## config.mk

```make
export PLATFORM = sky130hd
export DESIGN_NAME = cpia_assembly
export DESIGN_NICKNAME = d
export VERILOG_FILES = /design/src/hdl/cpia_pkg.sv /design/src/hdl/cpia_assembly.sv
export VERILOG_INCLUDE_DIRS = /design/src /design/src/hdl
export SDC_FILE = /design/constraint.sdc
export NUM_CORES = 1
export LEC_CHECK = 0
export BUFFER_PORTS_ARGS = -buffer_cell sky130_fd_sc_hd__buf_2
export CAP_MARGIN = 5
export CORE_MARGIN = 2
export CORE_UTILIZATION = 55
export CTS_CLUSTER_DIAMETER = 40
export DETAILED_ROUTE_END_ITERATION = 16
export GPL_TIMING_DRIVEN = 0
export PLACE_DENSITY = 0.86
export SLEW_MARGIN = 10
export SYNTH_ARGS = -nofsm -noshare
export SYNTH_HDL_FRONTEND = slang
export SYNTH_SLANG_ARGS = --single-unit
```

## constraint.sdc

```tcl
create_clock -name clk_sys_i -period 12.2 [get_ports clk_sys_i]
set_input_delay 2.44 -clock clk_sys_i [delete_from_list [all_inputs] [get_ports clk_sys_i]]
set_output_delay 2.44 -clock clk_sys_i [all_outputs]
set_load 0.01 [all_outputs]
```

## src/hdl/cpia_map.svh

```systemverilog
// register offsets, field positions, reset values and timing counts
`ifndef CPIA_MAP_SVH
`define CPIA_MAP_SVH

// ****************************************************************
// connection points and assembly instances
// ****************************************************************
`define CPIA_INST_POS 8'h01
`define CPIA_INST_FULL 8'h64
`define CPIA_INST_LISTEN 8'hC0
`define CPIA_INST_INONLY 8'hC1
`define CPIA_OUT_SIZE 16'h0000
`define CPIA_LEN_POS 3'h4
`define CPIA_LEN_FULL 3'h7

// ****************************************************************
// field positions of status and fault bytes
// ****************************************************************
`define CPIA_ST_ERROR 0
`define CPIA_ST_PART_OFF 1
`define CPIA_ST_FULL_OFF 2
`define CPIA_ST_DIRT 3
`define CPIA_ST_SPEED_UNK 4
`define CPIA_FLT_NOPOS_A 1
`define CPIA_FLT_NOPOS_B 2
`define CPIA_FLT_WORK_MEM 3
`define CPIA_FLT_PROG_MEM 4
`define CPIA_FLT_RO_MEM 5

// ****************************************************************
// position scale: 0.8 mm per count, travel 314500 mm
// ****************************************************************
`define CPIA_UM_PER_COUNT 800
`define CPIA_TRAVEL_MM 314500
`define CPIA_POS_MAX_COUNT \
  ((`CPIA_TRAVEL_MM * 1000) / `CPIA_UM_PER_COUNT)

// ****************************************************************
// register byte offsets
// ****************************************************************
`define CPIA_REG_CTRL 5'h00
`define CPIA_REG_RPI 5'h04
`define CPIA_REG_STATE 5'h08
`define CPIA_REG_IRQ_STAT 5'h0C
`define CPIA_REG_IRQ_MASK 5'h10
`define CPIA_REG_LAST_POS 5'h14
`define CPIA_REG_LAST_INFO 5'h18

// ****************************************************************
// interrupt bits and reset values
// ****************************************************************
`define CPIA_IRQ_FRAME 0
`define CPIA_IRQ_CONN_OK 1
`define CPIA_IRQ_CONN_NAK 2
`define CPIA_IRQ_ATTR_NAK 3
`define CPIA_IRQ_FAULT 4
`define CPIA_IRQ_OVERRUN 5
`define CPIA_IRQ_W 6
`define CPIA_CLK_MHZ 20
`define CPIA_RPI_DEF_US 1000
`define CPIA_RPI_DEF_CYC (`CPIA_RPI_DEF_US * `CPIA_CLK_MHZ)

`endif

```

## src/hdl/cpia_pkg.sv

```systemverilog
// types shared by the position input assembly block
package cpia_pkg;

  // producer state, one-hot
  typedef enum logic [1:0] {
    CPIA_IDLE = 2'b01,
    CPIA_SEND = 2'b10
  } cpia_fsm_t;

endpackage

```

## src/hdl/cpia_assembly.sv

```systemverilog
// cyclic input assembly producer with avalon-mm control registers
// ****************************************************************
// ****************************************************************
//
// Local design decisions: the Avalon-MM register port and the placing of the registers.
`timescale 1ns/100ps
`default_nettype none
`include "cpia_map.svh"

module cpia_assembly #(
  parameter logic [31:0] RPI_DEFAULT = `CPIA_RPI_DEF_CYC
) (
  input wire logic clk_sys_i,
  input wire logic rst_i,
  // avalon-mm slave
  input wire logic [4:0] avs_address_i,
  input wire logic avs_read_i,
  input wire logic avs_write_i,
  input wire logic [31:0] avs_writedata_i,
  input wire logic [3:0] avs_byteenable_i,
  output logic [31:0] avs_readdata_o,
  output logic avs_waitrequest_o,
  output logic irq_o,
  // reader sources
  input wire logic [31:0] position_i,
  input wire logic [7:0] velocity_i,
  input wire logic partial_off_track_i,
  input wire logic full_off_track_i,
  input wire logic dirt_warning_i,
  input wire logic speed_unknown_i,
  input wire logic fault_no_position_a_i,
  input wire logic fault_no_position_b_i,
  input wire logic fault_working_memory_i,
  input wire logic fault_prog_memory_decoder_i,
  input wire logic fault_readonly_memory_i,
  // connection open and close from the originator
  input wire logic conn_req_i,
  input wire logic [7:0] conn_out_inst_i,
  input wire logic [15:0] conn_out_size_i,
  input wire logic [7:0] conn_in_inst_i,
  input wire logic conn_close_i,
  output logic conn_ack_o,
  output logic conn_nak_o,
  // attribute services from the network
  input wire logic attr_req_i,
  output logic attr_nak_o,
  // produced assembly bytes
  output logic tx_valid_o,
  output logic [7:0] tx_data_o,
  output logic tx_last_o,
  input wire logic tx_ready_i
);

  // ****************************************************************
  // state
  // ****************************************************************
  typedef struct packed {
    cpia_pkg::cpia_fsm_t fsm;
    logic enable;
    logic [31:0] rpi;
    logic [31:0] rpi_cnt;
    logic conn_open;
    logic conn_full;
    logic conn_listen;
    logic [55:0] frame;
    logic [2:0] left;
    logic [31:0] last_pos;
    logic [23:0] last_info;
    logic [`CPIA_IRQ_W-1:0] irq_stat;
    logic [`CPIA_IRQ_W-1:0] irq_mask;
    logic ack;
    logic [31:0] rdata;
    logic conn_ack;
    logic conn_nak;
    logic attr_nak;
  } cpia_state_t;

  cpia_state_t st;
  cpia_state_t next_st;

  logic req;
  logic wr_go;
  logic [31:0] wmask;
  logic [7:0] status_b;
  logic [7:0] fault_b;
  logic [7:0] vel_b;
  logic pos_bad;
  logic tick;
  logic conn_good;
  logic [`CPIA_IRQ_W-1:0] ev;

  // a request is answered after exactly one wait cycle
  assign req = avs_read_i | avs_write_i;
  assign avs_waitrequest_o = req & ~st.ack;
  assign wr_go = avs_write_i & st.ack;
  assign avs_readdata_o = st.rdata;
  assign irq_o = |(st.irq_stat & st.irq_mask);

  // byte lane mask from byte enables
  always_comb begin
    for (int i = 0; i < 4; i++) begin
      wmask[i*8 +: 8] = {8{avs_byteenable_i[i]}};
    end
  end

  // ****************************************************************
  // sample-side field building
  // ****************************************************************
  // position outside the rail or beyond travel cannot be trusted
  assign pos_bad = partial_off_track_i | full_off_track_i
    | ($signed(position_i) < 0)
    | ($signed(position_i) > $signed(`CPIA_POS_MAX_COUNT));

  // fault byte: undefined bits 0, 6 and 7 stay zero
  always_comb begin
    fault_b = 8'h00;
    fault_b[`CPIA_FLT_NOPOS_A] = fault_no_position_a_i | pos_bad;
    fault_b[`CPIA_FLT_NOPOS_B] = fault_no_position_b_i;
    fault_b[`CPIA_FLT_WORK_MEM] = fault_working_memory_i;
    fault_b[`CPIA_FLT_PROG_MEM] = fault_prog_memory_decoder_i;
    fault_b[`CPIA_FLT_RO_MEM] = fault_readonly_memory_i;
  end

  // status byte: error derived from the same fault byte sent
  always_comb begin
    status_b = 8'h00;
    status_b[`CPIA_ST_ERROR] = |fault_b;
    status_b[`CPIA_ST_PART_OFF] = partial_off_track_i;
    status_b[`CPIA_ST_FULL_OFF] = full_off_track_i;
    status_b[`CPIA_ST_DIRT] = dirt_warning_i;
    status_b[`CPIA_ST_SPEED_UNK] = speed_unknown_i;
  end

  // velocity passes as plain unsigned dm/s; zero when unknown
  assign vel_b = speed_unknown_i ? 8'h00 : velocity_i;

  // production interval expiry
  assign tick = st.conn_open & st.enable & (st.rpi_cnt == 32'h0000_0000);

  // only zero-size output points and known input instances open
  assign conn_good = st.enable
    & ((conn_out_inst_i == `CPIA_INST_LISTEN)
       | (conn_out_inst_i == `CPIA_INST_INONLY))
    & (conn_out_size_i == `CPIA_OUT_SIZE)
    & ((conn_in_inst_i == `CPIA_INST_POS)
       | (conn_in_inst_i == `CPIA_INST_FULL));

  // ****************************************************************
  // outputs
  // ****************************************************************
  assign tx_valid_o = (st.fsm == cpia_pkg::CPIA_SEND);
  assign tx_data_o = st.frame[7:0];
  assign tx_last_o = tx_valid_o & (st.left == 3'h1);
  assign conn_ack_o = st.conn_ack;
  assign conn_nak_o = st.conn_nak;
  assign attr_nak_o = st.attr_nak;

  // ****************************************************************
  // next state
  // ****************************************************************
  always_comb begin
    next_st = st;
    ev = '0;
    next_st.conn_ack = 1'b0;
    next_st.conn_nak = 1'b0;
    next_st.attr_nak = 1'b0;
    next_st.ack = req & ~st.ack;

    // attribute services never reach the parameters
    if (attr_req_i) begin
      next_st.attr_nak = 1'b1;
      ev[`CPIA_IRQ_ATTR_NAK] = 1'b1;
    end

    // connection handling; the assembly layout is not negotiable
    if (conn_close_i) begin
      next_st.conn_open = 1'b0;
    end else if (conn_req_i) begin
      if (conn_good) begin
        next_st.conn_ack = 1'b1;
        next_st.conn_open = 1'b1;
        next_st.conn_full = (conn_in_inst_i == `CPIA_INST_FULL);
        next_st.conn_listen = (conn_out_inst_i == `CPIA_INST_LISTEN);
        next_st.rpi_cnt = 32'h0000_0000;
        ev[`CPIA_IRQ_CONN_OK] = 1'b1;
      end else begin
        next_st.conn_nak = 1'b1;
        ev[`CPIA_IRQ_CONN_NAK] = 1'b1;
      end
    end

    // interval counter reloads on expiry
    if (st.conn_open & st.enable & ~conn_req_i) begin
      if (tick) begin
        next_st.rpi_cnt = st.rpi - 32'h0000_0001;
      end else begin
        next_st.rpi_cnt = st.rpi_cnt - 32'h0000_0001;
      end
    end

    // producer
    case (st.fsm)
      cpia_pkg::CPIA_IDLE: begin
        if (tick) begin
          // every field captured in this one cycle
          next_st.frame = {fault_b, vel_b, status_b,
            position_i};
          next_st.left = st.conn_full ? `CPIA_LEN_FULL
            : `CPIA_LEN_POS;
          next_st.last_pos = position_i;
          next_st.last_info = {fault_b, vel_b, status_b};
          next_st.fsm = cpia_pkg::CPIA_SEND;
          ev[`CPIA_IRQ_FAULT] = |fault_b;
        end
      end
      cpia_pkg::CPIA_SEND: begin
        if (tick) begin
          // previous frame still draining: skip this interval
          ev[`CPIA_IRQ_OVERRUN] = 1'b1;
        end
        if (tx_ready_i) begin
          next_st.frame = {8'h00, st.frame[55:8]};
          next_st.left = st.left - 3'h1;
          if (st.left == 3'h1) begin
            next_st.fsm = cpia_pkg::CPIA_IDLE;
            ev[`CPIA_IRQ_FRAME] = 1'b1;
          end
        end
      end
      default: begin
        next_st.fsm = cpia_pkg::CPIA_IDLE;
      end
    endcase

    // register writes
    if (wr_go) begin
      case (avs_address_i)
        `CPIA_REG_CTRL: begin
          if (avs_byteenable_i[0]) begin
            next_st.enable = avs_writedata_i[0];
            if (!avs_writedata_i[0]) begin
              next_st.conn_open = 1'b0;
            end
          end
        end
        `CPIA_REG_RPI: begin
          next_st.rpi = (st.rpi & ~wmask) | (avs_writedata_i & wmask);
        end
        `CPIA_REG_IRQ_STAT: begin
          if (avs_byteenable_i[0]) begin
            next_st.irq_stat = st.irq_stat
              & ~avs_writedata_i[`CPIA_IRQ_W-1:0];
          end
        end
        `CPIA_REG_IRQ_MASK: begin
          if (avs_byteenable_i[0]) begin
            next_st.irq_mask = avs_writedata_i[`CPIA_IRQ_W-1:0];
          end
        end
        default: begin
        end
      endcase
    end

    // a new event wins over a clear in the same cycle
    next_st.irq_stat = next_st.irq_stat | ev;

    // register reads, captured during the wait cycle
    if (avs_read_i & ~st.ack) begin
      case (avs_address_i)
        `CPIA_REG_CTRL: next_st.rdata = {31'h0000_0000, st.enable};
        `CPIA_REG_RPI: next_st.rdata = st.rpi;
        `CPIA_REG_STATE: begin
          next_st.rdata = {27'h000_0000, st.conn_listen, st.conn_full,
            st.conn_open, st.fsm};
        end
        `CPIA_REG_IRQ_STAT: begin
          next_st.rdata = {26'h000_0000, st.irq_stat};
        end
        `CPIA_REG_IRQ_MASK: begin
          next_st.rdata = {26'h000_0000, st.irq_mask};
        end
        `CPIA_REG_LAST_POS: next_st.rdata = st.last_pos;
        `CPIA_REG_LAST_INFO: next_st.rdata = {8'h00, st.last_info};
        default: next_st.rdata = 32'h0000_0000;
      endcase
    end
  end

  // ****************************************************************
  // state register
  // ****************************************************************
  always_ff @(posedge clk_sys_i or posedge rst_i) begin
    if (rst_i) begin
      st <= '0;
      st.fsm <= cpia_pkg::CPIA_IDLE;
      st.rpi <= RPI_DEFAULT;
    end else begin
      st <= next_st;
    end
  end

endmodule
`default_nettype wire

```

# After elaboration in Yosys (flattened, before gate mapping)
# Cells that the tools add are included.
# totals
ff_bits,227
latchBits,0
ramBits,0
rom_bits,0
input_bits,130
output_inout_bits,47
elab_cells,123
mem_count,0
# op_classes
add_sub_neg,3
mul,0
div_mod_pow,0
n_lt_le_gt_ge,2
eq_ne,17
shift,0
n_mux,39
bitwise_logic,28
reduce_logical,16
# ops
operator,n
case mux 32 bit (7 select lines),1
case mux 59 bit (2 select lines),1
two-way mux 115 bit,1
two-way mux 32 bit,3
two-way mux 35 bit,2
bitwise AND 32 bit,2
"subtractor 32 x 1 -> 32 bit, second input constant",2
two-way mux 59 bit,1
"greater-than comparator 32 x 20 -> 1 bit, second input constant",1
logical NOT 32 bit,1
"less-than comparator 32 x 1 -> 1 bit, second input constant",1
NOT 32 bit,1
bitwise OR 32 bit,1
two-way mux 6 bit,4
AND reduction 3 bit,6
"== test 8 bit, second input constant",2
logical NOT 16 bit,1
two-way mux 2 bit,8
"== test 5 bit, second input constant",3
two-way mux 1 bit,15
bitwise AND 6 bit,2
two-way mux 12 bit,1
bitwise AND 1 bit,10
"== test 5 x 4 -> 1 bit, second input constant",2
other kinds (20),33

# Logic depth before layout (Yosys ltp)
# Gate-level depths: netlist of the first run.
# depth
word_depth,12
depth_mapped,15
depth_no_buf,11

# Worst setup path before layout of the first run
# OpenSTA, ideal clock, no wires.
# synth_timing
path_type,input port to output port
startpoint,input avs_write_i
endpoint,output avs_waitrequest_o
t_arrival_ps,2649
required_time_ps,9760
slack_ps,7111
stages,2
path_buffers,0
path_cell_list,nor2_1 -> nor2_1
# synth_via
elab_chain_len,2
# synth_rtl
item,line,source
start: declaration,cpia_assembly.sv:18,"input wire logic avs_write_i,"
bitwise OR 1 bit,cpia_assembly.sv:93,assign req = avs_read_i | avs_write_i;
bitwise AND 1 bit,cpia_assembly.sv:94,assign avs_waitrequest_o = req & ~st.ack;
end: declaration,cpia_assembly.sv:22,"output logic avs_waitrequest_o,"
# Every way passes these cells.

# Worst setup path after layout of the first run
# Ends and elaborated chain as after synthesis.

==> out/metrics.cfg, run 1 <==
[clocking]
cts_tree = built
ctsResizeCount = 0
root_buffer = clkbuf_16
clockBufferDepth = 3
path_clk_slew_ps = 50
post_cts_buffers = 0
clkSinkCount = 224
postCtsHoldBufs = 0
clk-insertion-delay-late_ps = 510
cts_htree_levels = 2
cts_buffers = 34

[detailed_routing]
postRouteAntennaNets = 0
wl_um = 38800
avgRoutedWirePerCell_um = 21.6
num_vias = 11300
first_pass_iters = 6
drc_errors = 0
drt-initial-drc-count = 1418
viasPerCell = 6.32

[timing]
fin_skew_ps = 21.1
fin_crit_ps = 5340
rsz0062_at_grt = no
relSlewSlack_pct = 40.6
hold_violations = 0
max_freq_ghz = 0.187
setup_viol = 0
setup-tns-final_ps = 0
worstMarginPinSlew_ps = 883
drv_slew = 0
final.period_utilization_pct = 43.7

[synth]
ys_seq_area_share_pct = 48.3
netlist_top_cells_count = nand2_1, dfrtp_1, o21ai_0, nand3_1, nor2_1
ys_ff_latch = 224
synth_edf_count = 0
syn_area_sq_um = 11600
yosysTopAreaCell = dfrtp_1
syn-mean-instance-area_sq_um = 9.08
synth_nets = 1413
yosysMostFrequentCell = nand2_1
netlist_instances = 1280
async_flop_share_pct = 100
synth.distinct_cells = 67
synth_top_area_share_pct = 47.0
synth_ff_type = dfrtp_1
yosysWarnings = 0
synthTopCellsByArea = dfrtp_1, nand2_1, mux2_2

[power]
combPwrFrac_pct = 9.0
ir_drop_mv = 0.105
seqPwrFrac_pct = 41.9
clkPwrFrac_pct = 49.1
power_density_nw_per_um2 = 144
p_leak_nw = 6.39
switching_power_mw = 0.528
p_int_mw = 1.50
swShare_pct = 26.1

[setup_path]
cp_max_fo = 5
end_kind = output pin
crit_arrival_ps = 2900
crit_required_ps = 9760
startpoint_type = input pin
worstSetupPathType = in -> out

[global_routing]
grt_start_max_net_pins = 106
grt_antenna_before_repair = 1
grt_usage_pct = 35.0
gr-total-overflow = 0
grt_pass1_vias = 11000
grt_pass1_wl_um = 59800

[placement]
dpl.hpwl_um = 28100
detailed_place.area_sq_um = 12900
gp_congestion = 0.999
io_buffer_count = 174

[floorplan]
placementRows = 53
dieArea_sq_um = 22300
io_pins = 177
die_w_um = 149
dieHeight_um = 149
fp.coreArea_sq_um = 20900
start_util_pct = 55.6

[cells_and_area]
nets = 1625
layout-drive-gt1-share_pct = 24.4
fin_util_pct = 67.3
stdcell_area_sq_um = 14100
areaGrowthSynthToFinish_pct = 21.1
num_antenna_cells = 0

[status]
run_status = complete, no violations

[hold_path]
hold_class = reg -> reg

[job]
max_cap_viol_count = 0

routing by layer:
metal  part of all wire, %  GRT usage (%)  vias to the layer above
met3                    11           6.54                      163
li1                      -              -                     4930
met2                    46           55.6                      815
met5                     0              0                        -
met1                    38           46.5                     5411
met4                   4.8           17.1                        0
critical path, cell delays in order:
cell and delay, ps:
buf_2 120, nor2_1 50, nor2_1 130, buf_2 160
power by group through the flow:
| stage | sequential, mW | combinational [mW] | clock (mW) |
|---|---|---|---|
| finish | 0.848 | 0.182 | 0.995 |
| global route | 0.852 | 0.201 | 1.03 |
| CTS | 0.845 | 0.180 | 0.998 |
| detailed placement | 0.856 | 0.179 | 0 |
| global placement | 0.855 | 0.170 | 0 |
| floorplan | 0.835 | 0.116 | 0 |
per-stage QoR:
| stage | power (mW) | worst slack [ps] | cells | hold WS, ps |
|---|---|---|---|---|
| finish | 2.03 | 6860 | 1792 | 467 |
| global route | 2.09 | 6820 | 1792 | 501 |
| CTS | 2.02 | 6860 | 1792 | 468 |
| detailed placement | 1.03 | 6900 | 1731 | 456 |
| global placement | 1.03 | 1260 | 1729 | 448 |
| floorplan | 0.950 | 3640 | 1280 | 433 |
flip-flops by register name, indices dropped and copies added, names as in the netlist:
| signal | flops |
|---|---|
| conn_nak_o | 1 |
| st | 181 |
| tx_data_o | 8 |
| conn_ack_o | 1 |
| avs_readdata_o | 32 |
| attr_nak_o | 1 |
cell type report:
class / instances / area (sq um)
plain buffers: 113 / 606
clock buffers: 40 / 925
clock inverters: 21 / 245
fillers: 1605 / 6820
inverters: 20 / 82.6
multi-input cells: 923 / 5320
flip-flops and latches: 224 / 5610
well taps: 275 / 344
repair buffers: 176 / 926
kinds of logic (layout without fill, tap and decap cells):
kind of cell	count (synthesis)	after routing	share of synthesized area (%)
simple gates	588	588	23.9
buf+inv	133	370	5.86
compound gates	238	238	12.8
xor+xnor	2	2	0.151
flops	224	224	48.3
fa+ha+maj	3	3	0.323
mux	92	92	8.66
final timing paths:
path,startpoint,slack (ps),depth (start not counted),end
max reg2reg,st[189],7690,15,st[190]
max in group asynchronous,rst_i,9110,4,st[179]
min,st[96],470,2,st[96]
min in group asynchronous,rst_i,1860,2,st[130]
max,avs_write_i,6860,4,avs_waitrequest_o
min reg2reg,st[96],470,2,st[96]
cells in the final DEF (no fill, tap or decap), types with 35 or more instances in the layout:
master and instances:
a31oi_1 45, buf_2 181, buf_4 42, clkbuf_1 60
clkbuf_16 35, dfrtp_1 218, mux2_2 58, nand2_1 291
nand3_1 73, nor2_1 72, o21ai_0 79
(Power assumes the default switching activity.)
==> run 2: changes to the inputs <==
--- a/config.mk
+++ b/config.mk
@@ -9,11 +9,11 @@
 export BUFFER_PORTS_ARGS = -buffer_cell sky130_fd_sc_hd__buf_2
 export CAP_MARGIN = 5
 export CORE_MARGIN = 2
-export CORE_UTILIZATION = 55
+export CORE_UTILIZATION = 52
 export CTS_CLUSTER_DIAMETER = 40
 export DETAILED_ROUTE_END_ITERATION = 16
 export GPL_TIMING_DRIVEN = 0
-export PLACE_DENSITY = 0.86
+export PLACE_DENSITY = 0.85
 export SLEW_MARGIN = 10
 export SYNTH_ARGS = -nofsm -noshare
 export SYNTH_HDL_FRONTEND = slang
==> constraint.sdc (replaced) <==
create_clock -name clk_sys_i -period 4.5 [get_ports clk_sys_i]
set_input_delay 0.9 -clock clk_sys_i [delete_from_list [all_inputs] [get_ports clk_sys_i]]
set_output_delay 0.9 -clock clk_sys_i [all_outputs]
set_load 0.01 [all_outputs]
==> out/metrics.cfg, run 2 (synthesis gave the netlist of run 1 again) <==
[clocking]
path_clk_slew_ps = 60  ; was 50 ps
clockBufferDepth = 3  ; unchanged
clkSinkCount = 224  ; unchanged
cts_buffers = 35  ; was 34
clk-insertion-delay-late_ps = 520  ; was 510 ps
cts_htree_levels = 2  ; unchanged
root_buffer = clkbuf_16  ; unchanged
cts_tree = built  ; unchanged
postCtsHoldBufs = 0  ; unchanged

[timing]
hold_violations = 0  ; unchanged
relSlewSlack_pct = 32.7  ; was 40.6%
fin_crit_ps = 4280
rsz0062_at_grt = no  ; unchanged
hold-worst-slack_ps = 472  ; was 467 ps
drv_slew = 0  ; unchanged
setup_viol = 0  ; unchanged
worst_slack_ps = 218  ; was 6860 ps
final.period_utilization_pct = 95.2
max_freq_ghz = 0.234
fin_skew_ps = 32.9  ; was 21.1 ps
worstMarginPinSlew_ps = 1000  ; was 883 ps

[cells_and_area]
num_antenna_cells = 0  ; unchanged
stdcell_area_sq_um = 14200  ; was 14100 sq um
areaGrowthSynthToFinish_pct = 21.9  ; was 21.1%
layout-drive-gt1-share_pct = 24.6  ; was 24.4%
largest_reg_flops = 181  ; unchanged
layout_commonest_cell = nand2_1  ; unchanged
nets = 1632  ; was 1625
final_cell_mix = nand2_1, dfrtp_1, buf_2  ; unchanged
regMostFlops = st  ; unchanged

[setup_path]
end_kind = flop  ; was output pin
crit_required_ps = 4850  ; was 9760 ps
worstRegToRegCells = 15  ; unchanged
worstSetupPathType = reg -> reg  ; was in -> out
crit_arrival_ps = 4630  ; was 2900 ps
r2r_slack_ps = 220  ; was 7690 ps
rr_startpoint = st[189]  ; unchanged
r2r-end = st[182]  ; was st[190]
startpoint_type = flop  ; was input pin
cp_max_fo = 10  ; was 5

[detailed_routing]
wl_um = 39200  ; was 38800 um
num_vias = 11200  ; was 11300
drc_errors = 0  ; unchanged
postRouteAntennaNets = 0  ; unchanged
first_pass_iters = 6  ; unchanged
avgRoutedWirePerCell_um = 21.7  ; was 21.6 um
viasPerCell = 6.23  ; was 6.32
drt-initial-drc-count = 1168  ; was 1418

[placement]
io_buffer_count = 174  ; unchanged
gp_congestion = 0.983  ; was 0.999
place_ws_ps = -72.6  ; was 6900 ps
detailed_place.area_sq_um = 13000  ; was 12900 sq um
dpl.hpwl_um = 28900  ; was 28100 um

[global_routing]
grt_antenna_before_repair = 0  ; was 1
grt_pass1_wl_um = 60900  ; was 59800 um
grt_pass1_vias = 11200  ; was 11000
grt_usage_pct = 32.8  ; was 35.0%
gr-total-overflow = 0  ; unchanged
grt_start_max_net_pins = 40  ; was 106

[hold_path]
min_to = st[81]  ; was st[96]
hold_depth = 2  ; unchanged
holdCritStartpoint = st[81]  ; was st[96]
hold_class = reg -> reg  ; unchanged

[power]
swShare_pct = 25.9  ; was 26.1%
p_int_mw = 4.02  ; was 1.50 mW
power_density_nw_per_um2 = 383  ; was 144 nW/um^2
clkPwrFrac_pct = 48.3  ; was 49.1%
combPwrFrac_pct = 9.3  ; was 9.0%
switching_power_mw = 1.40  ; was 0.528 mW
seqPwrFrac_pct = 42.4  ; was 41.9%
ir_drop_mv = 0.255  ; was 0.105 mV
p_leak_nw = 6.43  ; was 6.39 nW

[floorplan]
die_w_um = 153  ; was 149 um
placementRows = 54  ; was 53
dieHeight_um = 153  ; was 149 um
io_pins = 177  ; unchanged
dieArea_sq_um = 23600  ; was 22300 sq um
start_util_pct = 53.1  ; was 55.6%
fp.coreArea_sq_um = 21900  ; was 20900 sq um

[job]
max_cap_viol_count = 0  ; unchanged

[status]
run_status = complete, no violations  ; unchanged

[run 2: cell count changes in the layout (fill, tap and decap cells not counted), moves of 2 or more]
cell,change
clkinvlp_4,-3
inv_8,-3
clkbuf_1,+4
inv_6,-2
nor4_4,+2
clkinv_2,+5
buf_12,+6
[run 2: per-stage QoR]
step                      utilization, %  TNS (ps)  instances  power, mW
after global placement              58.7   -132620       1734       2.78
after global routing                64.7         0       1804       5.59
final                               64.7         0       1804       5.43
after detailed placement            59.3      -255       1741       2.82
after floorplan                        -         0       1280       2.58
after CTS                           64.6         0       1804       5.43
[run 2: final cells by class]
type,count,area (sq um)
fill,1783,7730
sequential,224,5610
multi-input combinational,923,5350
timing repair buffer,182,1030
clock buffer,45,953
buffer,113,608
tap,280,350
clock inverter,17,181
inverter,20,78.8
[run 2: how the worst max path moves through the flow]
| stage | cells past startpoint | start | endpoint | slack [ps] |
|---|---|---|---|---|
| finish | 15 | st[189] | st[182] | 220 |
| global route | 15 | st[189] | st[190] | 40 |
| detailed placement | 15 | st[177] | st[190] | -70 |
| global placement | 2 | rst_i | avs_readdata_o[1] | -630 |
| CTS | 15 | st[189] | st[190] | 100 |
| floorplan | 1 | rst_i | attr_nak_o | 680 |
[run 2: what timing repair did]
item,in CTS,in global routing
setup endpoints to repair,6,10
buffers inserted,1,0
pin swaps,1,0
gates resized for setup,1,4
[run 2: critical path, cell delays in order (launching register included)]
cell and delay (ps):
dfrtp_1 470, nor4_4 440, nand3_2 220, nor4_4 380
clkbuf_4 330, buf_2 290, buf_2 360, a21oi_1 130
ha_1 260, nand2b_1 130, mux2i_1 160, and2_1 170
clkbuf_1 210, nand3_1 210, mux2i_1 230, o22ai_1 110
[run 2: per-layer routing]
metal / part of all wire, % / track usage, % / up-vias
met5: 0 / 0 / -
met4: 4.6 / 14.4 / 0
met3: 11 / 6.97 / 140
met2: 47 / 53.1 / 742
met1: 38 / 43.0 / 5403
li1: - / - / 4958
[run 2: power groups by stage]
stage,clock [mW],sequential (mW),combinational [mW]
final,2.62,2.30,0.507
after global routing,2.72,2.31,0.558
after CTS,2.64,2.29,0.501
after detailed placement,0,2.32,0.496
after global placement,0,2.32,0.462
after floorplan,0,2.26,0.314
